File: src/rtl/page_modify_pkg.sv
package page_modify_pkg;
  // leaf selector codes
  localparam logic [7:0] LEAF_RESTRICT = 8'h0E;
  localparam logic [7:0] LEAF_CHANGE_TYPE = 8'h0F;
  // alignment widths in low address bits
  localparam int INFO_ALIGN_BITS = 6;
  localparam int PAGE_ALIGN_BITS = 12;
  // page type encodings
  localparam logic [7:0] PT_ENCLAVE_CONTROL_STRUCT_CODE = 8'h00;
  localparam logic [7:0] PT_TCS_CODE = 8'h01;
  localparam logic [7:0] REGULAR_PAGE_TYPE_CODE = 8'h02;
  localparam logic [7:0] PT_VA_CODE = 8'h03;
  localparam logic [7:0] PT_TRIM_CODE = 8'h04;
  localparam logic [7:0] PT_SS_FIRST_CODE = 8'h05;
  localparam logic [7:0] PT_SS_REST_CODE = 8'h06;
  // error codes in the result register
  localparam logic [31:0] ERR_NONE = 32'h0000_0000;
  localparam logic [31:0] ERR_NOT_CHANGEABLE = 32'h0000_000A;
  localparam logic [31:0] ERR_PAGE_BUSY = 32'h0000_0007;
  // page attribute entry field layout (packed word)
  localparam int ATTR_R = 0;
  localparam int ATTR_W = 1;
  localparam int ATTR_X = 2;
  localparam int ATTR_PENDING = 3;
  localparam int ATTR_MODIFIED = 4;
  localparam int ATTR_PR = 5;
  localparam int ATTR_VALID = 6;
  localparam int ATTR_PT_LSB = 8;
  localparam int ATTR_WIDTH = 16;
  localparam logic [15:0] ATTR_RESET = 16'h0000;
  // fault kinds
  typedef enum logic [1:0] {FAULT_NONE, FAULT_GENERAL, FAULT_PAGE} fault_type;
endpackage

File: src/rtl/attr_update.sv
`timescale 1ns/1ps
`default_nettype none
// computes the new attribute entry for either leaf
module attr_update
  import page_modify_pkg::*;
(
  // operation select, high for type change
  input wire logic change_type,
  // current entry
  input wire logic [ATTR_WIDTH-1:0] entry,
  // mask bits and requested type from the info struct
  input wire logic [2:0] rwx_mask,
  input wire logic [7:0] new_type,
  // updated entry
  output logic [ATTR_WIDTH-1:0] next_entry
);
  always_comb begin
    next_entry = entry;
    if (change_type) begin
      // new type is locked out until accepted: modified set, rights cleared
      next_entry[ATTR_PR] = 1'b0;
      next_entry[ATTR_MODIFIED] = 1'b1;
      next_entry[ATTR_R] = 1'b0;
      next_entry[ATTR_W] = 1'b0;
      next_entry[ATTR_X] = 1'b0;
      next_entry[ATTR_PT_LSB +: 8] = new_type;
    end else begin
      next_entry[ATTR_PR] = 1'b1;
      // mask only ever removes rights
      next_entry[ATTR_R] = entry[ATTR_R] & rwx_mask[0];
      next_entry[ATTR_W] = entry[ATTR_W] & rwx_mask[1];
      next_entry[ATTR_X] = entry[ATTR_X] & rwx_mask[2];
    end
  end
endmodule // attr_update
`default_nettype wire

File: config.mk
export PLATFORM = sky130hd
export DESIGN_NAME = attr_update
export DESIGN_NICKNAME = d
export VERILOG_FILES = /design/src/rtl/page_modify_pkg.sv /design/src/rtl/attr_update.sv
export SDC_FILE = /design/constraint.sdc
export NUM_CORES = 1
export LEC_CHECK = 0
export BUFFER_PORTS_ARGS = -buffer_cell sky130_fd_sc_hd__buf_2
export CORE_AREA = 2 2 39 41
export DETAILED_ROUTE_END_ITERATION = 7
export DIE_AREA = 0 0 41 43
export REMOVE_ABC_BUFFERS = 1
export SLEW_MARGIN = 25
export SYNTH_ARGS = -nofsm -noshare
export SYNTH_HDL_FRONTEND = slang
export SYNTH_SLANG_ARGS = --single-unit
export TNS_END_PERCENT = 30
File: constraint.sdc
create_clock -name vclk -period 1.6
set_clock_uncertainty 0.2 [all_clocks]
set_input_delay 0.24 -clock vclk [all_inputs]
set_output_delay 0.24 -clock vclk [all_outputs]
set_load 0.05 [all_outputs]
# == Word-level counts from Yosys, hierarchy flattened ==
# Index checks and enable logic that the tools add are counted.
# W data, S select, Z words.
# totals
out_inout_bits,16
register_bits,0
input_bits,28
elab_cells,7
# classes
muxes,4
bitwise,3
# ops
op,n
$mux W8,1
$and A1 B1 Y1,3
$mux W3,1
$mux W1,2

# == Logic depth before layout (Yosys ltp) ==
# depth
ltp_word,2
depth_mapped,2
mapped_depth_nobuf,1

# == Worst setup path after synthesis ==
# No wires, ideal clock.
# synth_timing
path_kind,input -> output
startpoint,input change_type
endpoint,output next_entry[4]
required_ns,1.160
slack_ns,0.390
cell_stages,2
path_buffers,1
t_arrival_ns,0.770
path_cell_list,buf_6 > or2_1
# synth_via
elab_chain_len,1
# synth_rtl
item,line,rtl
from (decl),attr_update.sv:8,"input wire logic change_type,"
$mux W1,attr_update.sv:19,if (change_type) begin
to (decl),attr_update.sv:15,output logic [ATTR_WIDTH-1:0] next_entry
# No other way between the ends.

# == Worst setup path in the final report ==
# layout_timing
startpoint,input change_type
endpoint,output next_entry[15]
# layout_via
elab_chain_len,1
# layout_rtl
item,line
$mux W8,attr_update.sv:19
# No other way between the ends.

==> PnR_summary.wiki <==
{| class="wikitable"
! Metric !! Value
|-
| Die Span X || 41 um
|-
| Routed met2 length || 269 um
|-
| Multi-input combinational cell area || between 100 and 150 um^2
|-
| Sequential cells || 0
|-
| Full die area || 1760 um^2
|-
| Starting utilization of the core area || 13.2%
|-
| Unrepaired setup endpoints after global routing || no
|-
| Residual antenna-violating net count after detailed routing || 0
|-
| Total GRT Usage || 5.89%
|-
| Yosys warns || 0
|-
| Critical hold path startpoint || entry[7]
|-
| Max-Cap Viols || 0
|-
| Worst stage delay on the critical path || around 360 ps
|-
| Routability congestion estimate || 0.689
|-
| Syn-to-layout area delta || 93.8%
|-
| Fill cell count || 157
|-
| Netlist cell types || 7
|-
| Fraction of the core area covered by cells at the end of the flow || 25.6%
|-
| Synthesized area || 183 um^2
|-
| Wire length reported by the detailed router || 553 um
|-
| Path class of the lowest-slack min-delay path || input port to output port
|-
| Number of global-route vias before repair || 236
|-
| 1st-iter DRT viols || 0
|-
| Count of inserted antenna diode cells || 0
|-
| Length of routed met3 wiring || around 100 um
|-
| Smallest setup slack after layout || 86.5 ps
|-
| Final period demand of the worst path || 1510 ps
|-
| Total of hold buffers inserted after clock tree synthesis || 0
|-
| Synthesized area divided by synthesized cell count || 10.7 um^2
|-
| Setup_tns || 0 ps
|-
| Sum of overflow across all layers after global routing || 0
|-
| Worst endpoint data arrival time || 1070 ps
|-
| Crit-path max FO || 13
|-
| Floorplan row count || 14
|-
| Startpoint type of the worst setup path || input port
|-
| Initial DRT Pass Iterations || 1
|-
| Residual DRC || 0
|-
| Area after DPL || around 350 um^2
|-
| Transition time at the pin with the least slew margin || roughly 280 ps
|-
| Placeable core area || 1380 um^2
|-
| Crit-path leading delay family || buffers and inverters
|-
| Instance count along the most critical hold path || 0
|-
| Hold Vio Cnt, Final || 0
|-
| Setup slack after placement || 78.8 ps
|-
| Number of endpoints failing setup at the final stage || 0
|-
| Count of input and output buffers || 37
|-
| Sequential fraction of the synthesis area || 0%
|-
| Number of clock buffers in the layout || 0
|-
| Cell breakdown of the critical path || buf_2 -> mux2_2 -> buf_2
|-
| Number of nets at the end of the flow || 80
|-
| FF/Latch Area || 0 um^2
|-
| Share of final-layout standard cells stronger than drive strength 1 || 96.0%
|-
| Mean routed wirelength per cell || 8.38 um
|-
| Cell seen most often among critical-path stages || sky130_fd_sc_hd__buf_2
|-
| Number of pins with negative max-slew slack in the final report || 0
|-
| Vias per cell || between 3 and 4
|-
| Post-CTS setup repair buffer count || 0
|-
| Global-route wire length before repair || 793 um
|-
| Pin count of the biggest net entering global routing || 14
|-
| Topmost layer with routed signal wires || met3
|-
| Num ports || 44
|-
| Slowest stage cell, crit path || sky130_fd_sc_hd__mux2_2
|-
| Nature of the critical path endpoint || output port
|-
| Hold path endpoint || next_entry[7]
|-
| Antenna violations before repair || 0
|-
| Worst ir drop on vdd || 122 uV
|-
| Relative slew slack || 81.4%
|-
| Number of gates given a new drive strength after cts || 0
|-
| Maximum operating frequency || approximately 660 MHz
|-
| Post-detail-place hpwl || ~510 um
|-
| Top cell type by total area after synthesis || sky130_fd_sc_hd__mux2_4
|-
| Run status || complete, no violations
|-
| Number of buffers and inverters on the critical path || 2
|-
| Final Cell Area || approximately 350 um^2
|-
| Leakage || 0.228 nW
|-
| Die Y || between 40 and 50 um
|-
| Classification of the worst setup path || input port to output port
|-
| Worst endpoint required time || 1160 ps
|-
| Power density relative to cell area || 446 nW/um^2
|-
| Via Count || 252
|-
| Syn Inst Count || 17
|-
| Yosys top cell area share || between 40% and 50%
|-
| Final period utilization || 94.6%
|-
| Cell types occupying the most area after synthesis || sky130_fd_sc_hd__mux2_4 (41%), sky130_fd_sc_hd__mux2_2 (18%), sky130_fd_sc_hd__and3b_2 (16%)
|-
| Sum of routed wire segments on met1 || 180 um
|}
routing by layer:
metal / global-route usage, % / vias up
met5: 0 / -
met4: 0 / 0
met3: 1.05 / 0
met2: 13.1 / 27
met1: 4.75 / 102
li1: - / 123
layout make-up:
| type | instances | area share [%] |
|---|---|---|
| repair buffers | 37 | 52.3 |
| multi-input cells | 12 | 41.0 |
| well taps | 16 | 5.65 |
| inverters | 1 | 1.06 |
cells in the final DEF, fill, tap and decap left out, drive strengths merged:
cell and instances:
and3b 3, buf 37, inv 1, mux2 8, or2 1
power by group:
group | leakage [nW] | internal [mW] | switching [mW]
clock network | 0 | 0 | 0
registers | 0 | 0 | 0
logic | 0.228 | 0.0578 | 0.100
kinds of logic after synthesis:
| kind of cell | Yosys count | share of synthesized area, % |
|---|---|---|
| AND/OR/NAND/NOR | 4 | 19.9 |
| buffers and inverters | 5 | 20.5 |
| multiplexers | 8 | 59.6 |
per-stage QoR:
stage	instances	hold slack [ps]	total power, mW
2_1_floorplan	13	280	0.109
3_3_place_gp	66	280	0.158
3_5_place_dp	66	280	0.159
4_1_cts	66	280	0.160
5_1_grt	66	280	0.168
6_report	66	280	0.158
cell usage after synthesis:
cell type and number:
sky130_fd_sc_hd__buf_4 3, sky130_fd_sc_hd__mux2_2 3, sky130_fd_sc_hd__mux2_4 5, sky130_fd_sc_hd__and3b_2 3
sky130_fd_sc_hd__inv_1 1, sky130_fd_sc_hd__or2_1 1, sky130_fd_sc_hd__buf_6 1
worst max-delay path by stage:
stage               slack, ps  cells after the start        endpoint         from
floorplan                 490                      1  next_entry[15]  change_type
global placement           80                      3   next_entry[9]  change_type
detailed placement         80                      3  next_entry[15]  change_type
CTS                        80                      3  next_entry[15]  change_type
global route               40                      3   next_entry[9]  change_type
finish                     90                      3  next_entry[15]  change_type
No activity file was read; power rests on OpenSTA's default activity.
